===== config.mk =====
export PLATFORM = sky130hd
export DESIGN_NAME = ccpu_unit
export DESIGN_NICKNAME = d
export VERILOG_FILES = /design/src/logic/ccpu_pkg.sv /design/src/logic/ccpu_unit.sv
export VERILOG_INCLUDE_DIRS = /design/src /design/src/logic
export SDC_FILE = /design/constraint.sdc
export NUM_CORES = 1
export LEC_CHECK = 0
export ABC_AREA = 1
export BUFFER_PORTS_ARGS = -buffer_cell sky130_fd_sc_hd__buf_4
export CAP_MARGIN = 20
export CORE_MARGIN = 2
export CORE_UTILIZATION = 53
export DETAILED_ROUTE_END_ITERATION = 8
export PLACE_DENSITY = 0.82
export SYNTH_ARGS = -nofsm -noshare
export SYNTH_HDL_FRONTEND = slang
export SYNTH_SLANG_ARGS = --single-unit

===== constraint.sdc =====
create_clock -name clk -period 2.7 [get_ports clk]
set_input_delay 0.135 -clock clk [delete_from_list [all_inputs] [get_ports clk]]
set_output_delay 0.135 -clock clk [all_outputs]
set_load 0.01 [all_outputs]

===== src/logic/ccpu_defines.svh =====
/*
 * Constants of the compare/PWM unit: register offsets, field positions,
 * reset values and mode codes.
 * Assumes inclusion by bare name from the unit's design file.
 */
`ifndef CCPU_DEFINES_SVH
`define CCPU_DEFINES_SVH

// ----------------------------------------------------------------------
// Register offsets
// ----------------------------------------------------------------------
`define CCPU_OFF_VALUE_LOW 3'h0
`define CCPU_OFF_VALUE_HIGH 3'h1
`define CCPU_OFF_CONTROL 3'h2
`define CCPU_OFF_CONFIG 3'h3
`define CCPU_OFF_STATUS 3'h4
`define CCPU_OFF_PIN 3'h5

// ----------------------------------------------------------------------
// Field positions
// ----------------------------------------------------------------------
`define CCPU_CTL_MODE_LSB 0
`define CCPU_CTL_MODE_MSB 3
`define CCPU_CTL_DUTY_LSB 4
`define CCPU_CTL_DUTY_MSB 5
`define CCPU_CFG_CMP_SEL 0
`define CCPU_CFG_PWM_SEL 1
`define CCPU_CFG_MATCH_EN 2
`define CCPU_STS_MATCH 0
`define CCPU_PIN_DATA 0
`define CCPU_PIN_DIR 1

// ----------------------------------------------------------------------
// Reset values
// ----------------------------------------------------------------------
`define CCPU_RST_BYTE 8'h00
`define CCPU_RST_CONFIG 3'h0
`define CCPU_RST_DIR 1'b1

// ----------------------------------------------------------------------
// Mode select codes
// ----------------------------------------------------------------------
`define CCPU_MODE_OFF 4'h0
`define CCPU_MODE_TOGGLE 4'h2
`define CCPU_MODE_SET 4'h8
`define CCPU_MODE_CLR 4'h9
`define CCPU_MODE_EVENT 4'ha
`define CCPU_MODE_TRIG 4'hb

`endif


===== src/logic/ccpu_pkg.sv =====
/*
 * Types of the compare/PWM unit.
 * Assumes nothing beyond a SystemVerilog compiler.
 */
package ccpu_pkg;

   // -------------------------------------------------------------------
   // Decoded operating kind of the unit
   // -------------------------------------------------------------------
   typedef enum logic [2:0] {
      CCPU_KIND_OFF = 3'h0,
      CCPU_KIND_TOGGLE = 3'h1,
      CCPU_KIND_SET = 3'h3,
      CCPU_KIND_CLR = 3'h2,
      CCPU_KIND_EVENT = 3'h6,
      CCPU_KIND_TRIG = 3'h7,
      CCPU_KIND_PWM = 3'h5,
      CCPU_KIND_OTHER = 3'h4
   } ccpu_kind_t;

endpackage


===== src/logic/ccpu_unit.sv =====
/*
 * One compare/PWM unit: compare against a selected 16-bit timer, PWM
 * against a selected 8-bit period timer, and its register port.
 * Assumes the timers live outside on the same clock and deliver their
 * counts, increment strobes and prescaler low bits synchronously.
 */
// Behaviour
// [RQ1] Compare value against selected timer every cycle
// [RQ2] Match sets flag with pin action together
// [RQ3] Mode 1010: pin untouched, only event raised
// [RQ4] Zero control write forces unit latch low
// [RQ5] Software runs compare timer synchronously
// [RQ6] Software zeroes control before changing prescaler
// [RQ7] Software clears direction bit for output
// [RQ8] PWM output with up to 10-bit duty
// [RQ9] Period set by period limit register
// [RQ10] Timer clears on increment after limit match
// [RQ11] Pin set at period start unless duty zero
// [RQ12] Rollover copies duty into high register, latch
// [RQ13] Postscaler does not affect PWM period
// [RQ14] Duty is value low plus control bits 5:4
// [RQ15] High time is duty times prescaled clock
// [RQ16] Duty writes take effect at next rollover
// [RQ17] High register read-only in PWM mode
// [RQ18] Low duty bits in hidden 2-bit latch
// [RQ19] Decode compare modes 0010,1000,1001,1010,1011
// [RQ20] Mode 0000 resets unit; 11xx is PWM
// [RQ21] Pin cleared when duty equals extended count
// [RQ22] Duty beyond period keeps pin high
// [RQ23] Timers are inputs, not implemented here
`timescale 1ns/100ps
`include "ccpu_defines.svh"

module ccpu_unit #(
   parameter int TIMER_W = 16,
   parameter int PWM_W = 8
) (
   input wire logic clk,
   input wire logic reset,
   input wire logic [2:0] regAddr,
   input wire logic [7:0] regWrData,
   input wire logic regWrStb,
   input wire logic regRdStb,
   output logic [7:0] regRdData,
   input wire logic [TIMER_W-1:0] compareTimerA,
   input wire logic [TIMER_W-1:0] compareTimerB,
   input wire logic [PWM_W-1:0] pwmTimerA,
   input wire logic [PWM_W-1:0] pwmTimerB,
   input wire logic [PWM_W-1:0] pwmPeriodLimitA,
   input wire logic [PWM_W-1:0] pwmPeriodLimitB,
   input wire logic pwmTickA,
   input wire logic pwmTickB,
   input wire logic [1:0] pwmFracA,
   input wire logic [1:0] pwmFracB,
   output logic pinOut,
   output logic pinOe,
   output logic matchEventFlag,
   output logic matchRequest,
   output logic specialTrigger
);

   // -------------------------------------------------------------------
   // State
   // -------------------------------------------------------------------
   logic [7:0] valueLow_reg, valueLow_next;
   logic [7:0] valueHigh_reg, valueHigh_next;
   logic [7:0] control_reg, control_next;
   logic [2:0] config_reg, config_next;
   logic flag_reg, flag_next;
   logic portLatch_reg, portLatch_next;
   logic dirBit_reg, dirBit_next;
   logic unitLatch_reg, unitLatch_next;
   logic [1:0] dutyLatch_reg, dutyLatch_next;
   logic matchSeen_reg, matchSeen_next;
   logic [7:0] rdData_reg, rdData_next;
   logic pinOut_reg, pinOut_next;
   logic pinOe_reg, pinOe_next;
   logic trig_reg, trig_next;
   logic req_reg, req_next;

   ccpu_pkg::ccpu_kind_t kind;
   logic isCompare;
   logic [TIMER_W-1:0] cmpTimer;
   logic [PWM_W-1:0] pwmTimer;
   logic [PWM_W-1:0] pwmLimit;
   logic pwmTick;
   logic [1:0] pwmFrac;
   logic cmpMatch;
   logic cmpEdge;
   logic rollover;
   logic dutyMatch;
   logic [PWM_W+1:0] countNext;
   logic wrCtl;
   logic wrHigh;
   logic wrLow;
   logic wrSts;
   logic wrPin;
   logic wrCfg;

   // -------------------------------------------------------------------
   // Mode decode
   // -------------------------------------------------------------------
   // Decode mode select field
   // [RQ19] compare mode decode
   // [RQ20] off and PWM decode
   always_comb begin
      casez (control_reg[`CCPU_CTL_MODE_MSB:`CCPU_CTL_MODE_LSB])
         `CCPU_MODE_OFF: kind = ccpu_pkg::CCPU_KIND_OFF;
         `CCPU_MODE_TOGGLE: kind = ccpu_pkg::CCPU_KIND_TOGGLE;
         `CCPU_MODE_SET: kind = ccpu_pkg::CCPU_KIND_SET;
         `CCPU_MODE_CLR: kind = ccpu_pkg::CCPU_KIND_CLR;
         `CCPU_MODE_EVENT: kind = ccpu_pkg::CCPU_KIND_EVENT;
         `CCPU_MODE_TRIG: kind = ccpu_pkg::CCPU_KIND_TRIG;
         4'b11??: kind = ccpu_pkg::CCPU_KIND_PWM;
         default: kind = ccpu_pkg::CCPU_KIND_OTHER;
      endcase
   end

   // Timer selection and comparators
   // [RQ23] timers taken as inputs
   always_comb begin
      isCompare = (kind == ccpu_pkg::CCPU_KIND_TOGGLE) ||
         (kind == ccpu_pkg::CCPU_KIND_SET) ||
         (kind == ccpu_pkg::CCPU_KIND_CLR) ||
         (kind == ccpu_pkg::CCPU_KIND_EVENT) ||
         (kind == ccpu_pkg::CCPU_KIND_TRIG);
      cmpTimer = config_reg[`CCPU_CFG_CMP_SEL] ? compareTimerB
         : compareTimerA;
      pwmTimer = config_reg[`CCPU_CFG_PWM_SEL] ? pwmTimerB : pwmTimerA;
      pwmLimit = config_reg[`CCPU_CFG_PWM_SEL] ? pwmPeriodLimitB
         : pwmPeriodLimitA;
      pwmTick = config_reg[`CCPU_CFG_PWM_SEL] ? pwmTickB : pwmTickA;
      pwmFrac = config_reg[`CCPU_CFG_PWM_SEL] ? pwmFracB : pwmFracA;
      // [RQ1] full-width equality
      cmpMatch = ({valueHigh_reg, valueLow_reg} == cmpTimer);
      cmpEdge = isCompare && cmpMatch && !matchSeen_reg;
      // [RQ9] period from limit only
      // [RQ13] no postscaler term
      rollover = (kind == ccpu_pkg::CCPU_KIND_PWM) && pwmTick &&
         (pwmTimer == pwmLimit);
      // [RQ21] extended count compare, one count ahead so the
      // registered pin falls as the count reaches the duty
      countNext = {pwmTimer, pwmFrac} + (PWM_W+2)'(1);
      dutyMatch = (countNext == {valueHigh_reg, dutyLatch_reg});
   end

   // Register write decode
   always_comb begin
      wrLow = regWrStb && (regAddr == `CCPU_OFF_VALUE_LOW);
      wrHigh = regWrStb && (regAddr == `CCPU_OFF_VALUE_HIGH);
      wrCtl = regWrStb && (regAddr == `CCPU_OFF_CONTROL);
      wrCfg = regWrStb && (regAddr == `CCPU_OFF_CONFIG);
      wrSts = regWrStb && (regAddr == `CCPU_OFF_STATUS);
      wrPin = regWrStb && (regAddr == `CCPU_OFF_PIN);
   end

   // -------------------------------------------------------------------
   // Next state
   // -------------------------------------------------------------------
   // Compare, PWM and register port behaviour
   always_comb begin
      valueLow_next = valueLow_reg;
      valueHigh_next = valueHigh_reg;
      control_next = control_reg;
      config_next = config_reg;
      flag_next = flag_reg;
      portLatch_next = portLatch_reg;
      dirBit_next = dirBit_reg;
      unitLatch_next = unitLatch_reg;
      dutyLatch_next = dutyLatch_reg;
      matchSeen_next = isCompare && cmpMatch;
      trig_next = 1'b0;
      rdData_next = `CCPU_RST_BYTE;

      // [RQ2] flag and pin action together
      if (cmpEdge) begin
         case (kind)
            ccpu_pkg::CCPU_KIND_TOGGLE: unitLatch_next = !unitLatch_reg;
            ccpu_pkg::CCPU_KIND_SET: unitLatch_next = 1'b1;
            ccpu_pkg::CCPU_KIND_CLR: unitLatch_next = 1'b0;
            ccpu_pkg::CCPU_KIND_TRIG: trig_next = 1'b1;
            // [RQ3] event only, pin untouched
            default: unitLatch_next = unitLatch_reg;
         endcase
      end

      // [RQ10] new period on tick after limit
      if (rollover) begin
         // [RQ12] double-buffer transfer
         // [RQ16] new duty used from here
         valueHigh_next = valueLow_reg;
         // [RQ18] hidden low duty latch
         dutyLatch_next = control_reg[`CCPU_CTL_DUTY_MSB:`CCPU_CTL_DUTY_LSB];
         // [RQ11] set pin unless duty zero
         // [RQ14] duty from low register and bits 5:4
         unitLatch_next = ({valueLow_reg, control_reg[
            `CCPU_CTL_DUTY_MSB:`CCPU_CTL_DUTY_LSB]} != 10'h000);
      end else if ((kind == ccpu_pkg::CCPU_KIND_PWM) && dutyMatch) begin
         // [RQ8] high time ends on duty match
         // [RQ15] duty counts prescaled clock
         // [RQ22] never matches past the limit
         unitLatch_next = 1'b0;
      end

      // Software writes
      if (wrLow) begin
         valueLow_next = regWrData;
      end
      // [RQ17] high register locked in PWM
      if (wrHigh && (kind != ccpu_pkg::CCPU_KIND_PWM)) begin
         valueHigh_next = regWrData;
      end
      if (wrCfg) begin
         config_next = regWrData[2:0];
      end
      if (wrPin) begin
         portLatch_next = regWrData[`CCPU_PIN_DATA];
         dirBit_next = regWrData[`CCPU_PIN_DIR];
      end
      if (wrCtl) begin
         control_next = {2'b00, regWrData[5:0]};
         case (regWrData[`CCPU_CTL_MODE_MSB:`CCPU_CTL_MODE_LSB])
            // [RQ4] zero forces latch low
            // [RQ20] off resets the unit
            `CCPU_MODE_OFF: begin
               unitLatch_next = 1'b0;
               dutyLatch_next = 2'b00;
               matchSeen_next = 1'b0;
            end
            `CCPU_MODE_SET: unitLatch_next = 1'b0;
            `CCPU_MODE_CLR: unitLatch_next = 1'b1;
            default: unitLatch_next = unitLatch_next;
         endcase
      end

      // Sticky flag, a new match beats the clear
      flag_next = cmpEdge ||
         (flag_reg && !(wrSts && regWrData[`CCPU_STS_MATCH]));

      // Read data, valid the cycle after the strobe
      if (regRdStb) begin
         case (regAddr)
            `CCPU_OFF_VALUE_LOW: rdData_next = valueLow_reg;
            `CCPU_OFF_VALUE_HIGH: rdData_next = valueHigh_reg;
            `CCPU_OFF_CONTROL: rdData_next = control_reg;
            `CCPU_OFF_CONFIG: rdData_next = {5'h00, config_reg};
            `CCPU_OFF_STATUS: rdData_next = {7'h00, flag_reg};
            `CCPU_OFF_PIN: rdData_next = {6'h00, dirBit_reg, portLatch_reg};
            default: rdData_next = `CCPU_RST_BYTE;
         endcase
      end
   end

   // Pin and request outputs follow the next state
   // [RQ7] direction bit gates the driver
   always_comb begin
      case (control_next[`CCPU_CTL_MODE_MSB:`CCPU_CTL_MODE_LSB])
         `CCPU_MODE_TOGGLE, `CCPU_MODE_SET, `CCPU_MODE_CLR,
         4'hc, 4'hd, 4'he, 4'hf: pinOut_next = unitLatch_next;
         default: pinOut_next = portLatch_next;
      endcase
      pinOe_next = !dirBit_next;
      // [RQ3] request only when enabled
      req_next = flag_next && config_next[`CCPU_CFG_MATCH_EN];
   end

   // -------------------------------------------------------------------
   // Registers
   // -------------------------------------------------------------------
   // State registers
   always_ff @(posedge clk or posedge reset) begin
      if (reset) begin
         valueLow_reg <= `CCPU_RST_BYTE;
         valueHigh_reg <= `CCPU_RST_BYTE;
         control_reg <= `CCPU_RST_BYTE;
         config_reg <= `CCPU_RST_CONFIG;
         flag_reg <= 1'b0;
         portLatch_reg <= 1'b0;
         dirBit_reg <= `CCPU_RST_DIR;
         unitLatch_reg <= 1'b0;
         dutyLatch_reg <= 2'b00;
         matchSeen_reg <= 1'b0;
         rdData_reg <= `CCPU_RST_BYTE;
         pinOut_reg <= 1'b0;
         pinOe_reg <= 1'b0;
         trig_reg <= 1'b0;
         req_reg <= 1'b0;
      end else begin
         valueLow_reg <= valueLow_next;
         valueHigh_reg <= valueHigh_next;
         control_reg <= control_next;
         config_reg <= config_next;
         flag_reg <= flag_next;
         portLatch_reg <= portLatch_next;
         dirBit_reg <= dirBit_next;
         unitLatch_reg <= unitLatch_next;
         dutyLatch_reg <= dutyLatch_next;
         matchSeen_reg <= matchSeen_next;
         rdData_reg <= rdData_next;
         pinOut_reg <= pinOut_next;
         pinOe_reg <= pinOe_next;
         trig_reg <= trig_next;
         req_reg <= req_next;
      end
   end

   // Outputs straight from flip-flops
   assign regRdData = rdData_reg;
   assign pinOut = pinOut_reg;
   assign pinOe = pinOe_reg;
   assign matchEventFlag = flag_reg;
   assign matchRequest = req_reg;
   assign specialTrigger = trig_reg;

   // -------------------------------------------------------------------
   // Assertions
   // -------------------------------------------------------------------
   AST_MATCH_FLAG: assert property (@(posedge clk) disable iff (reset) // [RQ1]
      (isCompare && cmpMatch && !matchSeen_reg) |=> matchEventFlag)
      else $error("compare match did not set flag");

   AST_TOGGLE: assert property (@(posedge clk) disable iff (reset) // [RQ2]
      (cmpEdge && kind == ccpu_pkg::CCPU_KIND_TOGGLE && !wrCtl)
      |=> (unitLatch_reg != $past(unitLatch_reg)))
      else $error("toggle mode did not toggle on match");

   AST_EVENT_PIN: assert property (@(posedge clk) disable iff (reset) // [RQ3]
      (kind == ccpu_pkg::CCPU_KIND_EVENT && !regWrStb)
      |=> (pinOut == $past(portLatch_reg)))
      else $error("event mode disturbed the pin");

   AST_ZERO_CTL: assert property (@(posedge clk) disable iff (reset) // [RQ4]
      (wrCtl && regWrData == 8'h00)
      |=> (!unitLatch_reg && pinOut == $past(portLatch_reg)))
      else $error("zero control write left latch high");

   AST_PERIOD_SET: assert property ( // [RQ11]
      @(posedge clk) disable iff (reset)
      (rollover && !wrCtl && {valueLow_reg, control_reg[5:4]} != 10'h000)
      |=> (unitLatch_reg && pinOut))
      else $error("pin not set at period start");

   AST_BUFFER: assert property (@(posedge clk) disable iff (reset) // [RQ12]
      (rollover && !wrCtl)
      |=> (valueHigh_reg == $past(valueLow_reg) &&
         dutyLatch_reg == $past(control_reg[5:4])))
      else $error("duty not transferred at rollover");

   AST_HIGH_RO: assert property (@(posedge clk) disable iff (reset) // [RQ17]
      (kind == ccpu_pkg::CCPU_KIND_PWM && !rollover)
      |=> $stable(valueHigh_reg))
      else $error("high register changed mid period");

   AST_DUTY_CLR: assert property (@(posedge clk) disable iff (reset) // [RQ21]
      (kind == ccpu_pkg::CCPU_KIND_PWM && !rollover && dutyMatch && !wrCtl)
      |=> !unitLatch_reg)
      else $error("pin not cleared on duty match");

   AST_READ_FLAG: assert property (@(posedge clk) disable iff (reset) // [RQ2]
      (regRdStb && regAddr == `CCPU_OFF_STATUS)
      |=> (regRdData == {7'h00, $past(flag_reg)}))
      else $error("status read mismatch");

   AST_OFF_RESET: assert property (@(posedge clk) disable iff (reset) // [RQ20]
      (wrCtl && regWrData[3:0] == `CCPU_MODE_OFF)
      |=> (!unitLatch_reg && dutyLatch_reg == 2'b00 && !matchSeen_reg))
      else $error("mode off did not reset the unit");

   AST_TRIG_OUT: assert property (@(posedge clk) disable iff (reset) // [RQ19]
      (cmpEdge && kind == ccpu_pkg::CCPU_KIND_TRIG) |=> specialTrigger)
      else $error("special trigger missing on match");

   AST_CLR_PIN: assert property (@(posedge clk) disable iff (reset) // [RQ19]
      (cmpEdge && kind == ccpu_pkg::CCPU_KIND_CLR && !wrCtl) |=> !pinOut)
      else $error("clear mode left the pin high");

endmodule


## Word-level counts from Yosys, hierarchy flattened

Index checks and enable logic that the tools add are counted.

| word-level totals | value |
|---|---|
| ROM bits | 0 |
| register bits | 44 |
| input port bits | 85 |
| bits in latches | 0 |
| memories | 0 |
| RAM bits | 0 |

| operators by class | value |
|---|---|
| equal/unequal tests | 30 |
| $mul | 0 |
| reductions and logical operators | 31 |
| shift operators | 0 |
| add/sub/neg operators | 1 |
| multiplexer cells | 28 |
| $lt $le $gt $ge | 0 |
| bitwise logic cells | 0 |
| divide/modulo/power cells | 0 |

Operator list:

| operator | number |
|---|---|
| 4-bit == test (second input constant) | 12 |
| 8-bit case mux with 6 select lines | 1 |
| 8-bit 2-to-1 mux | 5 |
| 3-bit case mux with 7 select lines | 1 |
| 16-bit == test | 1 |
| 16-bit 2-to-1 mux | 1 |
| 3-bit == test (second input constant) | 5 |
| 1-bit logical AND | 15 |
| 3-bit by 2-bit == test with 1-bit output (second input constant) | 4 |
| 1-bit 2-to-1 mux | 12 |
| 10-bit by 1-bit adder with 10-bit output (second input constant) | 1 |
| 10-bit == test | 1 |
| 10-bit nonzero test | 1 |
| 4-bit by 2-bit == test with 1-bit output (second input constant) | 2 |
| 8-bit == test | 1 |
| 4-bit logical NOT | 2 |
| 2-bit 2-to-1 mux | 4 |
| 7-bit OR reduction | 1 |
| 3-bit by 1-bit == test with 1-bit output (second input constant) | 2 |
| 1-bit logical OR | 5 |
| 1-bit logical NOT | 4 |
| 4-bit 2-to-1 mux | 1 |
| 3-bit logical NOT | 1 |
| 3-bit 2-to-1 mux | 1 |
| other kinds (6) | 6 |

## Longest topological paths before layout

Gate-level depths: netlist of the first run.

| logic depth | value |
|---|---|
| depth after elaboration | 15 |
| depth in mapped cells | 20 |

## Worst setup path after synthesis of the first run

Ideal clock, no wire load.

| timing | value |
|---|---|
| path kind | register -> register |
| start | register config_reg[1] |
| end | register pinOut_reg, in the netlist pinOut |
| setup slack | 680 ps |
| buffers on the path | 2 |
| setup time | 116 ps |
| data arrival time | 1904 ps |
| cell stages (with the launch flop) | 20 |
| period minus slack after synthesis | 2020 ps |
| path through | dfrtp_1 buf_6 buf_6 nand2_2 nand2_2 ha_1 nand2_1 nand3_1 nor2_1 nand2_1 nor2_1 nand3_1 nor2_1 nand2_1 nand3_1 nand2_1 nand2_1 nand2_1 nand2_1 nand2_1 |

| between the ends | value |
|---|---|
| word-level cells in the longest chain between the ends | 9 |

RTL lines:

| element | line | source |
|---|---|---|
| start: declaration | ccpu_unit.sv:68 | `logic [2:0] config_reg, config_next;` |
| start signal: assignment | ccpu_unit.sv:276 | `` config_reg <= `CCPU_RST_CONFIG; `` |
| start signal: assignment | ccpu_unit.sv:292 | `config_reg <= config_next;` |
| 2-bit 2-to-1 mux / 8-bit 2-to-1 mux (equally long branches) | ccpu_unit.sv:133, ccpu_unit.sv:129 |  |
| 10-bit by 1-bit adder with 10-bit output | ccpu_unit.sv:143 | `countNext = {pwmTimer, pwmFrac} + (PWM_W+2)'(1);` |
| 10-bit == test | ccpu_unit.sv:144 | `dutyMatch = (countNext == {valueHigh_reg, dutyLatch_reg});` |
| 1-bit logical AND | ccpu_unit.sv:198 | `end else if ((kind == ccpu_pkg::CCPU_KIND_PWM) && dutyMatch) begin` |
| 1-bit 2-to-1 mux | ccpu_unit.sv:198 |  |
| 1-bit 2-to-1 mux (*) | ccpu_unit.sv:188 | `if (rollover) begin` |
| 1-bit case mux with 2 select lines | ccpu_unit.sv:222 | `` case (regWrData[`CCPU_CTL_MODE_MSB:`CCPU_CTL_MODE_LSB]) `` |
| 1-bit 2-to-1 mux (*) | ccpu_unit.sv:220 | `if (wrCtl) begin` |
| named net unitLatch_next | ccpu_unit.sv:72 | `logic unitLatch_reg, unitLatch_next;` |
| 1-bit 2-to-1 mux (*) | ccpu_unit.sv:257 | `` case (control_next[`CCPU_CTL_MODE_MSB:`CCPU_CTL_MODE_LSB]) `` |
| named net pinOut_next | ccpu_unit.sv:76 | `logic pinOut_reg, pinOut_next;` |
| end signal: assignment | ccpu_unit.sv:300 | `pinOut_reg <= pinOut_next;` |
| end: declaration | ccpu_unit.sv:76 |  |

The timed path passes the listed nets; every way through them passes the cells marked *.
A chain may end at the register's enable or synchronous reset.

## Worst setup path in the final report of the first run

| timing | value |
|---|---|
| start | register config_reg[1] |
| end | register valueHigh_reg[7] |

| between the ends | value |
|---|---|
| word-level cells in the longest chain between the ends | 4 |

RTL lines:

| element | line | source |
|---|---|---|
| 8-bit 2-to-1 mux, or another cell as far along | ccpu_unit.sv:129 | `` pwmTimer = config_reg[`CCPU_CFG_PWM_SEL] ? pwmTimerB : pwmTimerA; `` |
| 8-bit == test / 1-bit logical AND (equally long branches) | ccpu_unit.sv:140, ccpu_unit.sv:139 |  |
| 1-bit logical AND (*) | ccpu_unit.sv:139 | `rollover = (kind == ccpu_pkg::CCPU_KIND_PWM) && pwmTick &&` |
| 2-bit nonzero test (no source line) (*) | - |  |
| end signal: assignment | ccpu_unit.sv:274 | `` valueHigh_reg <= `CCPU_RST_BYTE; `` |
| end signal: assignment | ccpu_unit.sv:290 | `valueHigh_reg <= valueHigh_next;` |
| end: declaration | ccpu_unit.sv:66 | `logic [7:0] valueHigh_reg, valueHigh_next;` |

Every way passes the cells marked *; elsewhere a longest branch is shown, timed or not.

==> results of run 1 <==
metrics by stage:
stage	util	hold WS (ns)	cells
after global placement	0.685	0.311	690
after floorplan	-	0.239	522
after global routing	0.703	0.0418	698
final	0.703	-0.0209	698
after detailed placement	0.685	0.326	690
after CTS	0.703	0.00285	698
worst max-delay path, cell delays in order, from the launching register on:
cell and delay [ns]:
dfrtp_1 0.40, inv_2 0.21, buf_4 0.21, nand2_1 0.07, nand2_2 0.12, inv_2 0.06, xor2_1 0.16, nor2_1 0.10
nand2_1 0.08, nor2_1 0.08, nor2b_2 0.20, inv_2 0.10, nand2_4 0.21, o211ai_1 0.18, o21ai_1 0.10
cells by family (layout without fill, tap and decap cells):
kind of cell,count (synthesis),in the layout
flops,44,44
buf+inv,78,179
compound gates,69,69
simple gates,321,321
fa+ha+maj,1,1
xor+xnor,9,9
path summary, 6_finish.rpt:
check	startpoint	end	slack [ns]	depth (start not counted)
max in group asynchronous	reset	valueLow_reg[1]	2.35	3
min in group clk	regRdStb	regRdData[4]	0.05	3
hold reg to reg	valueLow_reg[1]	valueLow_reg[1]	0.54	2
setup reg to reg	config_reg[1]	valueHigh_reg[7]	0.34	14
hold / removal	reset	unitLatch_reg	-0.02	3
setup / recovery	config_reg[1]	valueHigh_reg[7]	0.34	14
cell usage after synthesis (all sizes together), types with 7 or more instances:
library cell | number | share of area
xor2 | 7 | 0.018
nand3 | 42 | 0.065
o21ai | 34 | 0.053
a21oi | 9 | 0.014
buf | 9 | 0.025
nand2 | 220 | 0.26
or2 | 8 | 0.015
nor2 | 40 | 0.048
dfrtp | 43 | 0.32
o211ai | 9 | 0.029
o22ai | 7 | 0.013
inv | 68 | 0.077
power by group through the flow:
stage	logic, mW	registers (mW)	clock network [mW]
6_report	1.10	0.911	0.505
5_1_grt	1.24	0.923	0.535
4_1_cts	1.09	0.905	0.512
3_5_place_dp	1.08	0.918	0
3_3_place_gp	1.06	0.914	0
2_1_floorplan	0.746	0.889	0
layer usage:
metal	share of wire	vias up	wire, µm
li1	-	1861	-
met1	0.38	1702	4080
met2	0.47	227	5060
met3	0.093	40	991
met4	0.050	0	533
met5	0	-	0
final cells by class:
type | instances | area (µm²)
multi-input combinational | 400 | 1880
inverter | 68 | 255
tap | 75 | 93.8
sequential | 44 | 1100
fill | 542 | 1780
clock buffer | 5 | 68.8
clock inverter | 3 | 42.5
timing repair buffer | 103 | 773
==> impl_metrics.yaml, run 1 <==
pwr:
  clockPowerShare: 0.201
  switching_share: 0.413
  pwr-share-seq: 0.362
  p_leak_nw: 2.35
  pwr-share-comb: 0.437
  power_density_nw_per_um2: 597
  irDropWorstVdd_v: 0.000484
  power.internal_mw: 1.48
  totalPowerFinal_mw: 2.52
  power.switching_mw: 1.04
finish:
  final_common_cell: "nand2_1"
  fin_area_um2: 4210
  final_nets: 708
  n_antenna_cell: 0
  syn2layout_area_growth_pct: 26.8
  layout_common_cells: "nand2_1 (213), buf_4 (103), inv_1 (64)"
  drive_above_1_share: 0.222
logic_synthesis:
  ys.flop_type: "dfrtp_1"
  syn_area_um2: 3320
  synthXorXnorAreaFrac: 0.0237
  synth-edff-count: 0
  avgSynthCellArea_um2: 6.37
  synth_compound_area_frac: 0.133
  synthCells: 522
  synthMuxAreaShare: 0
  synth-simple-area-share: 0.405
  yosys.area_share.adder: 0.00377
  synthArstFlopShare: 1.00
  synth_seq_cells: 44
  synth_top_family_by_area: "simple AND/OR/NAND/NOR gates"
  synth_nets: 608
  yosysWarnings: 0
  synth-seq-area-share: 0.332
  yosysUniqueCellTypes: 39
worst_setup_path:
  arrival_ns: 2.58
  path_class: "register to register"
  crit_path_start_kind: "register"
  cp_max_fo: 16
  worstSetupEndpointType: "register"
  cp.required_ns: 2.92
clock_tree:
  clock_tree.root_cell: "clkbuf_8"
  cts_buffer_depth: 2
  worstSkewPairLatency_ns: 0.30
  clk_pin_slew_ns: 0.09
  cts-resized-gates: 0
  cts_buffers: 5
  cts_htree_levels: 2
  postCtsSetupBuffers: 0
  tritoncts: "done"
  cts_sinks: 44
  postCtsHoldBufs: 0
timing:
  slew_headroom: 0.630
  layout_setup_ws_ns: 0.344
  fin_crit_ns: 2.36
  finalHoldViolCount: 43
  hold_slack_ns: -0.0209
  slew_violations: 0
  rsz0062_at_grt: "no"
  setup_viol: 0
  period_share: 0.873
  tns_ns: 0
  worstMarginPinSlew_ns: 0.555
  finClkSkew_ns: 0.0121
  fmax_ghz: 0.424
placement:
  port_buffers: 97
  place_congestion: 0.966
  dp_hpwl_mm: 8.62
  placed_cell_area_um2: 4100
  dp_slack_ns: 0.414
global_route:
  grt_overflow_total: 0
  grt_first_pass_wirelength_mm: 17.6
  met2_usage: 0.530
  grt_pass1_vias: 3728
  antenna_found_initial: 0
  use_met1: 0.392
  grt-busiest-layer: "met2"
  grt_usage: 0.318
  grt_max_degree: 45
  grt_util_met3: 0.0596
floorplanning:
  row_count: 28
  die_w_um: 83.2
  die_height_um: 83.2
  top_level_ports: 98
  dieArea_um2: 6920
  core_area_um2: 5990
  start_util: 0.555
drt:
  firstDrtPassIters: 5
  ant_nets: 0
  drtIter0Drc: 253
  vias: 3830
  finalWirelength_mm: 10.7
  viasPerCell: 5.49
  wl_per_cell_um: 15.3
  drc: 0
hold_path:
  hp-class: "primary input to async pin"
outcome:
  violations: "hold timing"
  outcome: "finished, violations left"
job:
  drv_cap: 0
(Power assumes the default switching activity.)
==> run 2: changes to the inputs <==
- CORE_UTILIZATION: 53 -> 44
- PLACE_DENSITY: 0.82 -> 0.7
==> run 2 against run 1 <==
The flow still finishes with violations (hold timing). Critical path depth rose by 5. Clock-buffer cell count rose by 1. Cell count rose by 3.2%. Wire length fell by 2.2%. Register-to-register slack got worse by 0.02 ns. Flip-flop and latch count did not move.
==> impl_metrics.yaml, run 2 (same netlist as run 1, synthesis figures left out) <==
clock_tree:
  cts_buffer_depth: 2
  postCtsHoldBufs: 0
  tritoncts: "done"
  clock_tree.root_cell: "clkbuf_8"
  worstSkewPairLatency_ns: 0.31
  cts_buffers: 5
  cts_htree_levels: 2
  postCtsSetupBuffers: 0
  clk_pin_slew_ns: 0.08
  cts_sinks: 44
worst_setup_path:
  critical_path.top_delay_family: "simple AND/OR/NAND/NOR gates"
  crit_end: "pinOut"
  critical_path_cell_count: 19
  rr_endpoint: "pinOut"
  ff2ff_setup_slack_ns: 0.32
  worstSetupEndpointType: "register"
  cp_slowest_cell: "dfrtp_1"
  worst_r2r_startpoint: "config_reg[1]"
  startpoint: "config_reg[1]"
  reg2reg_depth: 19
  path_class: "register to register"
  cp.required_ns: 2.90
  critPathBufInv: 2
  critical_path.most_common_cell: "nand2_1"
  arrival_ns: 2.58
  slowest_delay_ns: 0.41
  cp_max_fo: 21
  crit_path_start_kind: "register"
  cp_cell_sequence: "buf_4, nand2_2, nand2_2, ha_1, inv_1, nand2_1, nand3_1, nor2_1, nand2_1, nor2_1, nand3_1, nor2_1, nand2_1, nand3_1, nand2_1, nand2_1, nand2_1, nand2_1, nand2_1"
finish:
  n_fill_cell: 726
  syn2layout_area_growth_pct: 26.9
  layout_common_cells: "nand2_1 (213), buf_4 (101), inv_1 (64)"
  final_nets: 706
  multi_input_area_um2: 1880
  finalNonFillerCells: 720
  n_antenna_cell: 0
  regArea_um2: 1100
  final_common_cell: "nand2_1"
  drive_above_1_share: 0.219
pwr:
  power_density_nw_per_um2: 577
  p_leak_nw: 2.34
  irDropWorstVdd_v: 0.000354
timing:
  finClkSkew_ns: 0.0100
  fmax_ghz: 0.421
  tns_ns: 0
  rsz0062_at_grt: "no"
  layout_setup_ws_ns: 0.323
  period_share: 0.880
  finalHoldViolCount: 37
  slew_headroom: 0.625
  fin_crit_ns: 2.38
  hold_slack_ns: -0.0152
  slew_violations: 0
  setup_viol: 0
  worstMarginPinSlew_ns: 0.563
floorplanning:
  start_util: 0.456
  dieArea_um2: 8260
  core_area_um2: 7290
  top_level_ports: 98
  row_count: 31
  die_w_um: 90.9
  die_height_um: 90.9
drt:
  ant_nets: 0
  drtIter0Drc: 247
  vias: 3707
  viasPerCell: 5.15
  finalWirelength_mm: 10.4
  drc: 0
  firstDrtPassIters: 5
  wl_per_cell_um: 14.5
global_route:
  grt_overflow_total: 0
  grt_max_degree: 45
  grt_usage: 0.255
  grt_first_pass_wirelength_mm: 17.0
  grt_pass1_vias: 3577
  antenna_found_initial: 0
placement:
  port_buffers: 97
  dp_slack_ns: 0.267
  place_congestion: 0.939
  dp.cells: 712
  dp_hpwl_mm: 8.34
outcome:
  violations: "hold timing"
  outcome: "finished, violations left"
hold_path:
  hp-class: "primary input to async pin"
job:
  drv_cap: 0
run 2: cell types whose count changed in the layout (fill, tap and decap cells not counted):
cell,delta
bufinv_16,-1
buf_4,-2
inv_6,+1
clkbuf_8,+1
inv_4,+1
inv_2,-1
clkinvlp_4,-1
run 2: cell type report:
class	count	share of cell area
Clock inverter	2	0.00326
Clock buffer	6	0.0196
Timing Repair Buffer	101	0.180
Sequential cell	44	0.261
Multi-Input combinational cell	400	0.445
Tap cell	99	0.0294
Inverter	68	0.0611
run 2: timing repair:
action	4_1_cts	5_1_grt
resized for setup	0	2
endpoints found under the hold margin	0	0
setup endpoints to repair	0	1
run 2: power breakdown:
group / internal (mW) / total, mW / switching, mW / leakage (nW)
Sequential: 0.789 / 0.921 / 0.133 / 0.541
Clock: 0.209 / 0.444 / 0.235 / 0.0516
Combinational: 0.409 / 1.07 / 0.657 / 1.75
run 2: how the worst min path moves through the flow:
stage / to / slack (ns) / cells after the start
floorplan: regRdData[3] / 0.24 / 2
global placement: regRdData[1] / 0.32 / 3
detailed placement: regRdData[1] / 0.33 / 3
CTS: specialTrigger / 0.003 / 3
global route: specialTrigger / 0.04 / 3
finish: regRdData[3] / -0.02 / 3
run 2: per-layer routing:
metal	GRT usage	share of wire	vias to the layer above	wire length [µm]
li1	-	-	1850	-
met1	0.355	0.44	1634	4540
met2	0.398	0.44	190	4610
met3	0.0376	0.087	33	912
met4	0.106	0.035	0	369
met5	0	0	-	0
run 2: stage by stage:
step	total power, mW	cell area [µm²]	util	hold WS, ns
after global routing	2.62	4220	0.578	0.0368
after floorplan	1.63	3320	-	0.239
after CTS	2.42	4210	0.578	0.00261
after detailed placement	1.98	4120	0.565	0.329
after global placement	1.96	4120	0.565	0.315
final	2.43	4220	0.578	-0.0152
run 2: tightest hold or removal path, delay by kind of cell:
kind	cells	cell delay (ns)
buffers and inverters	3	0.62
